<file path="src/hdl/lks_defines.svh">
`ifndef LKS_DEFINES_SVH
`define LKS_DEFINES_SVH

// start byte layout
`define LKS_SB_FIXED      8'hc0
`define LKS_SB_RS_BIT     5
`define LKS_SB_RW_BIT     4

// register numbers
`define LKS_REG_KEY       4'h0
`define LKS_REG_DATA      4'h1
`define LKS_REG_COL       4'h2
`define LKS_REG_ROW       4'h3
`define LKS_REG_PTA       4'h4
`define LKS_REG_PTB       4'h5
`define LKS_REG_FCR       4'h8

// function_control_one fields
`define LKS_FC_INC_BIT    7
`define LKS_FC_WLS_BIT    6
`define LKS_FC_KT_BIT     5
`define LKS_FC_SHL_BIT    4

// address limits
`define LKS_COL_MAX8      4'h9
`define LKS_COL_MAX6      4'hd
`define LKS_KEY_CNT_LAST  3'h4
`define LKS_ROWS_MAX      18

// key scan timing at the 20 MHz block clock
`define LKS_CLK_HZ        20000000
`define LKS_SCAN_SHORT_MS 5
`define LKS_SCAN_LONG_MS  10
`define LKS_SCAN_SHORT_CYC ((`LKS_CLK_HZ / 1000) * `LKS_SCAN_SHORT_MS)
`define LKS_SCAN_LONG_CYC  ((`LKS_CLK_HZ / 1000) * `LKS_SCAN_LONG_MS)
`define LKS_KEY_READY_SCANS 2

`endif

</file>
<file path="src/hdl/lks_pkg.sv">
package lks_pkg;

    typedef struct packed {
        logic       rs;
        logic       rd;
        logic [3:0] num;
    } lks_start_t;

    typedef enum logic [1:0] {
        LKS_IDLE,
        LKS_CMD,
        LKS_DATA
    } lks_link_st_t;

    typedef struct packed {
        logic [7:0] data;
        logic [7:0] enable;
    } lks_port_t;

endpackage

</file>
<file path="src/hdl/lks_serial_link.sv">
`timescale 1ns/10ps
`include "lks_defines.svh"

// shift engine: start byte then data bytes, msb first
module lks_serial_link
(
    // clock and reset
    input  wire logic               clk,
    input  wire logic               rstn,
    // synchronised link pins
    input  wire logic               cs_n_s,
    input  wire logic               sclk_s,
    input  wire logic               sdi_s,
    // decoded events
    output lks_pkg::lks_start_t     start_r,
    output logic                    wr_stb,
    output logic [7:0]              wr_data,
    output logic                    rd_stb,
    input  wire logic [7:0]         rd_data,
    output logic                    sdo_r
);
    lks_pkg::lks_link_st_t st_r;
    logic       sclk_d_r;
    logic [2:0] bit_r;
    logic [7:0] sh_r;
    logic [7:0] tx_r;
    logic       rise;
    logic       fall;
    logic [7:0] byte_in;

    assign rise    = sclk_s & ~sclk_d_r;
    assign fall    = ~sclk_s & sclk_d_r;
    assign byte_in = {sh_r[6:0], sdi_s};
    assign wr_data = byte_in;
    assign wr_stb  = rise && !cs_n_s && st_r == lks_pkg::LKS_DATA
                     && bit_r == 3'h7 && !start_r.rd;
    // next read word is fetched at byte start so it is ready to shift
    assign rd_stb  = fall && !cs_n_s && st_r == lks_pkg::LKS_DATA
                     && bit_r == 3'h0 && start_r.rd;

    always_ff @(posedge clk or negedge rstn)
    begin
        if (!rstn)
            sclk_d_r <= 1'b1;
        else
            sclk_d_r <= sclk_s;
    end

    always_ff @(posedge clk or negedge rstn)
    begin
        if (!rstn)
        begin
            st_r    <= lks_pkg::LKS_IDLE;
            bit_r   <= 3'h0;
            sh_r    <= 8'h00;
            start_r <= '0;
        end
        else if (cs_n_s)
        begin
            st_r    <= lks_pkg::LKS_CMD;
            bit_r   <= 3'h0;
            // drop the read flag, else the next start byte meets our driver
            start_r <= '0;
        end
        else if (rise)
        begin
            sh_r  <= byte_in;
            bit_r <= bit_r + 3'h1;
            case (st_r)
                lks_pkg::LKS_CMD:
                begin
                    if (bit_r == 3'h7)
                    begin
                        // a bad start byte locks out the frame
                        if ((byte_in & `LKS_SB_FIXED) == `LKS_SB_FIXED)
                        begin
                            start_r.rs  <= byte_in[`LKS_SB_RS_BIT];
                            start_r.rd  <= byte_in[`LKS_SB_RW_BIT];
                            start_r.num <= byte_in[3:0];
                            st_r        <= lks_pkg::LKS_DATA;
                        end
                        else
                            st_r <= lks_pkg::LKS_IDLE;
                    end
                end
                lks_pkg::LKS_DATA: st_r <= lks_pkg::LKS_DATA;
                default:           st_r <= lks_pkg::LKS_IDLE;
            endcase
        end
    end

    always_ff @(posedge clk or negedge rstn)
    begin
        if (!rstn)
        begin
            tx_r  <= 8'h00;
            sdo_r <= 1'b0;
        end
        else if (rd_stb)
        begin
            tx_r  <= {rd_data[6:0], 1'b0};
            sdo_r <= rd_data[7];
        end
        else if (fall && !cs_n_s && st_r == lks_pkg::LKS_DATA)
        begin
            tx_r  <= {tx_r[6:0], 1'b0};
            sdo_r <= tx_r[7];
        end
    end
endmodule

</file>
<file path="src/hdl/lks_regs.sv">
`timescale 1ns/10ps
`include "lks_defines.svh"

module lks_regs
#(
    parameter int SCAN_SHORT = `LKS_SCAN_SHORT_CYC,
    parameter int SCAN_LONG  = `LKS_SCAN_LONG_CYC,
    parameter bit LARGE      = 1'b0
)
(
    // clock and reset
    input  wire logic         clk,
    input  wire logic         rstn,
    // serial link pins
    input  wire logic         cs_n,
    input  wire logic         sclk,
    input  wire logic         sdio_i,
    output logic              sdio_o,
    output logic              sdio_oe,
    output logic              key_ready_flag,
    // key matrix
    output logic [4:0]        row_drive_outputs_n,
    input  wire logic [4:0]   key_col_n,
    // general-purpose ports
    output logic              port_a_pin,
    output logic              port_a_oe,
    output logic [7:0]        port_b_pins,
    output logic [7:0]        port_b_oe,
    // display control to the panel logic
    output logic              common_order_select,
    output logic [4:0]        duty_lines,
    output logic [7:0]        frame_ram_rd_data
);
    logic [1:0]  cs_sy_r;
    logic [1:0]  sck_sy_r;
    logic [1:0]  sdi_sy_r;
    logic [4:0]  col_m_r;
    logic [4:0]  col_s_r;
    lks_pkg::lks_start_t start_r;
    logic        wr_stb;
    logic [7:0]  wr_data;
    logic        rd_stb;
    logic [7:0]  rd_data;
    logic        sdo_r;
    logic [7:0]  fcr_r;
    logic [3:0]  col_r;
    logic [4:0]  row_r;
    lks_pkg::lks_port_t pta_r;
    lks_pkg::lks_port_t ptb_r;
    logic [2:0]  kcnt_r;
    logic [24:0] keys_r;
    logic [24:0] scan_r;
    logic [2:0]  srow_r;
    logic [19:0] tick_r;
    logic [1:0]  seen_r;
    logic        kready_r;
    logic [7:0]  ram_r [0:`LKS_ROWS_MAX*16-1];
    logic [8:0]  ram_a;
    logic [3:0]  col_max;
    logic [4:0]  row_max;
    logic        is_data;
    logic        data_rd;
    logic        scan_end;
    logic [7:0]  wmask;

    // only the second stage of each synchroniser is read
    always_ff @(posedge clk or negedge rstn)
    begin
        if (!rstn)
        begin
            cs_sy_r  <= 2'h3;
            // link clock idles high: start there so no false edge
            sck_sy_r <= 2'h3;
            sdi_sy_r <= 2'h0;
            col_m_r  <= 5'h1f;
            col_s_r  <= 5'h1f;
        end
        else
        begin
            cs_sy_r  <= {cs_sy_r[0], cs_n};
            sck_sy_r <= {sck_sy_r[0], sclk};
            sdi_sy_r <= {sdi_sy_r[0], sdio_i};
            col_m_r  <= key_col_n;
            col_s_r  <= col_m_r;
        end
    end

    lks_serial_link u_link
    (
        .clk     (clk),
        .rstn    (rstn),
        .cs_n_s  (cs_sy_r[1]),
        .sclk_s  (sck_sy_r[1]),
        .sdi_s   (sdi_sy_r[1]),
        .start_r (start_r),
        .wr_stb  (wr_stb),
        .wr_data (wr_data),
        .rd_stb  (rd_stb),
        .rd_data (rd_data),
        .sdo_r   (sdo_r)
    );

    // RAM select wins over the register number
    assign is_data = start_r.rs || start_r.num == `LKS_REG_DATA;
    assign data_rd = rd_stb && is_data;
    assign sdio_o  = sdo_r;
    assign sdio_oe = start_r.rd && !cs_sy_r[1];

    // duty and word limits
    always_comb
    begin
        case (fcr_r[1:0])
            2'h0:    row_max = LARGE ? 5'd15 : 5'd7;
            2'h1:    row_max = LARGE ? 5'd16 : 5'd8;
            default: row_max = LARGE ? 5'd17 : 5'd9;
        endcase
    end
    assign col_max    = fcr_r[`LKS_FC_WLS_BIT] ? `LKS_COL_MAX6 : `LKS_COL_MAX8;
    assign duty_lines = row_max + 5'd1;
    assign common_order_select = fcr_r[`LKS_FC_SHL_BIT];
    assign wmask = fcr_r[`LKS_FC_WLS_BIT] ? 8'h3f : 8'hff;

    // no reset term: contents survive reset
    always_ff @(posedge clk)
    begin
        if (wr_stb && !start_r.rs && start_r.num == `LKS_REG_FCR)
            fcr_r <= wr_data & 8'hf3;
    end

    // X and Y counters
    always_ff @(posedge clk or negedge rstn)
    begin
        if (!rstn)
        begin
            col_r <= 4'h0;
            row_r <= 5'h00;
        end
        else if (wr_stb && !is_data && start_r.num == `LKS_REG_COL)
            col_r <= wr_data[3:0];
        else if (wr_stb && !is_data && start_r.num == `LKS_REG_ROW)
            row_r <= wr_data[4:0];
        else if ((wr_stb && is_data) || data_rd)
        begin
            if (fcr_r[`LKS_FC_INC_BIT])
            begin
                if (col_r == col_max)
                begin
                    col_r <= 4'h0;
                    row_r <= (row_r == row_max) ? 5'h00 : row_r + 5'h01;
                end
                else
                    col_r <= col_r + 4'h1;
            end
            else if (row_r == row_max)
            begin
                row_r <= 5'h00;
                col_r <= (col_r == col_max) ? 4'h0 : col_r + 4'h1;
            end
            else
                row_r <= row_r + 5'h01;
        end
    end

    // storage without reset
    assign ram_a = {row_r, col_r};
    always_ff @(posedge clk)
    begin
        if (wr_stb && is_data)
            ram_r[ram_a] <= wr_data & wmask;
        frame_ram_rd_data <= ram_r[ram_a] & wmask;
    end

    // ports float until written after reset
    always_ff @(posedge clk or negedge rstn)
    begin
        if (!rstn)
        begin
            pta_r <= '0;
            ptb_r <= '0;
        end
        else if (wr_stb && !is_data && start_r.num == `LKS_REG_PTA)
        begin
            pta_r.data   <= {7'h00, wr_data[0]};
            pta_r.enable <= 8'hff;
        end
        else if (wr_stb && !is_data && start_r.num == `LKS_REG_PTB)
        begin
            ptb_r.data   <= wr_data;
            ptb_r.enable <= 8'hff;
        end
    end
    assign port_a_pin  = pta_r.data[0];
    assign port_a_oe   = pta_r.enable[0];
    assign port_b_pins = ptb_r.data;
    assign port_b_oe   = ptb_r.enable;

    // read mux
    always_comb
    begin
        rd_data = 8'h00;
        if (is_data)
            rd_data = ram_r[ram_a] & wmask;
        else
            case (start_r.num)
                `LKS_REG_KEY:  rd_data = {kcnt_r,
                                          keys_r[5*kcnt_r +: 5]};
                `LKS_REG_COL:  rd_data = {4'h0, col_r};
                `LKS_REG_ROW:  rd_data = {3'h0, row_r};
                `LKS_REG_PTA:  rd_data = pta_r.data;
                `LKS_REG_PTB:  rd_data = ptb_r.data;
                `LKS_REG_FCR:  rd_data = fcr_r;
                default:       rd_data = 8'h00;
            endcase
    end

    // scan timer, row drive and key capture
    // >= so a period shortened mid-scan wraps at once instead of
    // running the counter round its whole range
    assign scan_end = tick_r >= 20'(fcr_r[`LKS_FC_KT_BIT]
                      ? SCAN_LONG - 1 : SCAN_SHORT - 1);
    always_ff @(posedge clk or negedge rstn)
    begin
        if (!rstn)
        begin
            tick_r <= 20'h00000;
            srow_r <= 3'h0;
            scan_r <= 25'h0;
        end
        else
        begin
            // if rather than ?: so an unwritten control register
            // cannot leave the count unknown for good
            if (scan_end)
                tick_r <= 20'h00000;
            else
                tick_r <= tick_r + 20'h00001;
            // one row per fifth of a period; sample just before moving
            if (tick_r == 20'(((srow_r + 1) * (fcr_r[`LKS_FC_KT_BIT]
                      ? SCAN_LONG : SCAN_SHORT)) / 5 - 1))
            begin
                scan_r[5*srow_r +: 5] <= ~col_s_r;
                srow_r <= (srow_r == 3'h4) ? 3'h0 : srow_r + 3'h1;
            end
        end
    end
    assign row_drive_outputs_n = ~(5'h01 << srow_r);

    // key data, read counter, ready flag
    always_ff @(posedge clk or negedge rstn)
    begin
        if (!rstn)
        begin
            keys_r   <= 25'h0;
            kcnt_r   <= 3'h0;
            seen_r   <= 2'h0;
            kready_r <= 1'b0;
        end
        else
        begin
            if (scan_end)
            begin
                keys_r <= scan_r;
                if (scan_r == 25'h0)
                begin
                    seen_r   <= 2'h0;
                    kready_r <= 1'b0;
                end
                else if (seen_r == 2'(`LKS_KEY_READY_SCANS - 1))
                    kready_r <= 1'b1;
                else
                    seen_r <= seen_r + 2'h1;
            end
            if (rd_stb && !is_data && start_r.num == `LKS_REG_KEY)
                kcnt_r <= (kcnt_r == `LKS_KEY_CNT_LAST)
                          ? 3'h0 : kcnt_r + 3'h1;
        end
    end
    assign key_ready_flag = kready_r;
endmodule

</file>
<file path="config.mk">
export PLATFORM = sky130hd
export DESIGN_NAME = lks_regs
export DESIGN_NICKNAME = d
export VERILOG_FILES = /design/src/hdl/lks_pkg.sv /design/src/hdl/lks_serial_link.sv /design/src/hdl/lks_regs.sv
export VERILOG_INCLUDE_DIRS = /design/src /design/src/hdl
export SDC_FILE = /design/constraint.sdc
export NUM_CORES = 2
export LEC_CHECK = 0
export BUFFER_PORTS_ARGS = -buffer_cell sky130_fd_sc_hd__buf_4
export CAP_MARGIN = 20
export CORE_MARGIN = 2
export CORE_UTILIZATION = 35
export CTS_CLUSTER_SIZE = 25
export DETAILED_ROUTE_END_ITERATION = 8
export PLACE_DENSITY = 0.58
export SLEW_MARGIN = 30
export SYNTH_ARGS = -nofsm -noshare
export SYNTH_HDL_FRONTEND = slang
export SYNTH_SLANG_ARGS = --single-unit
</file>
<file path="constraint.sdc">
create_clock -name clk -period 44.2 [get_ports clk]
set_input_delay 8.84 -clock clk [delete_from_list [all_inputs] [get_ports clk]]
set_output_delay 8.84 -clock clk [all_outputs]
set_load 0.01 [all_outputs]
</file>
==> out/metrics.yaml <==
dp_hpwl_mm: 150
synthTopCellsByCount: "2310 x edfxtp_1, 760 x mux4_2, 453 x nor2_1"
status: "finished, final reports clean"
clockBufferDepth: 3
start_util: 0.352
finalHoldViolCount: 0
clock_latency_ns: 0.88
drtIter0Drc: 5568
fp.dieH_um: 542
slowest_stage: "dfrtp_1"
synthArstFlopShare: 0.0577
synth.avg_cell_area_um2: 19.8
vias_per_cell: 5.54
post_cts_buffers: 0
route.vias.total: 50900
finalSetupViolations: 0
synth.most_common_cell: "edfxtp_1"
num_rows: 197
fin_setup_tns_ns: 0
post_dp_cell_area_um2: 106000
drc: 0
multiInputGateArea_um2: 27100
total_power_mw: 5.03
finalCritPeriodShare: 0.421
post-route-cell-area_um2: 114000
fmax_mhz: 53.7
synth_top_area_cell: "edfxtp_1"
die_w_um: 542
gr-total-overflow: 0
areaGrowthSynthToFinish_pct: 12.4
grt_max_degree: 226
peakVddDrop_mv: 0.0394
whs_ns: 0.356
fin_nets: 5278
synth-edff-count: 2310
worst_slew_pin_slew_ns: 0.979
wl_mm: 249
gp_congestion: 0.832
ant_nets: 0
core_um2: 288000
netlist_area_um2: 101000
leakage_nw: 34.9
root_buffer: "clkbuf_16"
seq_area_um2: 73100
yosysTopAreaCellShare: 0.684
path_class: "flip-flop to flip-flop"
dr.pass1.iters: 6
max_slew_margin: 0.347
period_needed_ns: 18.61
synth_area_leaders: "edfxtp_1 68%, mux4_2 17%, dfrtp_1 3.1%"
crit_top_cell: "ha_1"
drive_gt1_frac: 0.259
postCtsHoldBufs: 0
yosys_warnings: 0
powerDensity_nw_per_um2: 44.1
clk_pin_slew_ns: 0.06
synth_seq_area_share: 0.721
cts_resized: 0
cp.arrival_ns: 19.39
yosysUniqueCellTypes: 115
critical_path.max_stage_delay_ns: 0.77
rsz0062_at_grt: "false"
crit_family: "compound AO/OA/AOI/OAI gates"
worstHoldPathType: "flip-flop to flip-flop"
die_area_um2: 294000
worst-path-buf-inv: 3
critPathCaptureType: "flip-flop"
io_buffers: 46
cp_max_fo: 19
fin_skew_ns: 0.0419
ys.flop_type: "edfxtp_1"
finalNonFillerCells: 9190
maxCapViolations: 0
cts_max_level: 4
cts.sinks: 2460
grt_pass1_vias: 50700
cts_buffers: 239
synth_seq_cells: 2460
antenna_found_initial: 5
required_ns: 44.97
grt_pass1_wl_mm: 364
dp_cells: 8741
wl_per_cell_um: 27.1
cts_tree: "done"
synthesis.instances: 5114
grt.total_usage: 0.167
n_fill_cell: 25400
start_kind: "flip-flop"
drv_slew: 0
ios: 50
-- flip-flops by register name, indices dropped and copies added (netlist names), 2 cells and up --
name	flops
ram_r	2304
keys_r	25
scan_r	25
tick_r	20
frame_ram_rd_data	8
port_b_pins	8
u_link.sh_r	7
u_link.tx_r	7
fcr_r	6
u_link.start_r	6
col_m_r	5
col_s_r	5
row_r	5
col_r	4
kcnt_r	3
srow_r	3
u_link.bit_r	3
cs_sy_r	2
sck_sy_r	2
sdi_sy_r	2
seen_r	2
u_link.st_r	2
-- worst reg2reg max path, delay by kind of cell, from the launching register on --
| family | cells | cell delay [ns] |
|---|---|---|
| compound gates | 25 | 7.25 |
| simple gates | 22 | 5.74 |
| fa+ha+maj | 9 | 3.47 |
| flops | 1 | 0.77 |
| mux | 3 | 0.70 |
| buf+inv | 3 | 0.57 |
-- cells in the final DEF, fill, tap and decap left out, types with 9 or more instances in the layout --
master     netlist  final
nand2_1        129    120
clkbuf_16        0    242
edfxtp_1      2310   2310
dfrtp_4          0     11
o21a_1          11     11
clkinv_2         0     42
nor4_1          21     21
xor2_1          29     29
mux2_1           9      9
nor2b_1         28     25
buf_6            5     13
a31oi_1         30     30
mux2_2          54     54
nor2_1         453    450
mux4_2         760    760
clkbuf_1       177     63
or2_2            9      9
dfrtp_1        127    116
nor3_1          53     50
nand4_1         15     15
a21oi_1         70     70
inv_1           56     56
dfstp_2         15     15
bufinv_16        0     23
buf_12           0      9
buf_4           13    110
o21ai_0         73     71
ha_1            61     61
nand2b_1        16     16
mux2i_1         47     47
xnor2_1         53     52
nand3_1         72     66
a211oi_1        13     13
o31ai_1         13     13
o211ai_1        12     12
a21o_1          19     19
and3_1          19     19
or3_1           16     16
clkinv_1         1     54
-- per-stage QoR --
stage,worst slack [ns],util
5_1_grt,24.32,0.396
4_1_cts,25.57,0.395
3_3_place_gp,26.21,0.369
2_1_floorplan,28.83,-
6_report,25.59,0.396
3_5_place_dp,25.65,0.369
-- worst paths after layout --
path / end / depth (start not counted) / slack (ns) / start
setup / recovery: scan_r[21] / 62 / 25.59 / srow_r[0]
hold / removal: sck_sy_r[1] / 0 / 0.36 / sck_sy_r[0]
setup reg to reg: scan_r[21] / 62 / 25.59 / srow_r[0]
max in group asynchronous: tick_r[9] / 2 / 34.92 / rstn
min in group asynchronous: port_a_pin / 1 / 8.07 / rstn
hold reg to reg: sck_sy_r[1] / 0 / 0.36 / sck_sy_r[0]
-- kinds of logic (layout without fill, tap and decap cells) --
kind of cell,Yosys count,in the layout,synth area share
AO/OA/AOI/OAI,384,384,0.0276
XOR/XNOR,82,82,0.00708
flip-flops,2460,2460,0.721
multiplexers,870,870,0.180
buffers and inverters,352,640,0.0141
adder cells (fa/ha/maj),66,66,0.00841
AND/OR/NAND/NOR,898,898,0.0415
other,2,9,0.0000740
-- routing by layer --
layer	track usage	vias up	wire (um)
li1	-	21300	-
met1	0.243	27500	110000
met3	0.0299	289	17000
met4	0.0317	4	4050
met2	0.265	1838	118000
met5	0	-	33
-- where the power goes --
group	leakage (nW)	switching, mW	internal, mW
clock	3.74	0.869	1.14
combinational	8.32	0.220	0.0344
sequential	22.8	0.0330	2.74
total	34.9	1.12	3.91
-- area by class of cell --
class | instances | area share
timing repair buffer | 134 | 0.0106
antenna | 1 | 0.0000219
sequential | 2460 | 0.641
inverter | 60 | 0.00206
clock inverter | 138 | 0.0118
multi-input combinational | 2308 | 0.237
tap | 3781 | 0.0415
clock buffer | 308 | 0.0555
Power figures use the tool's default switching activity.
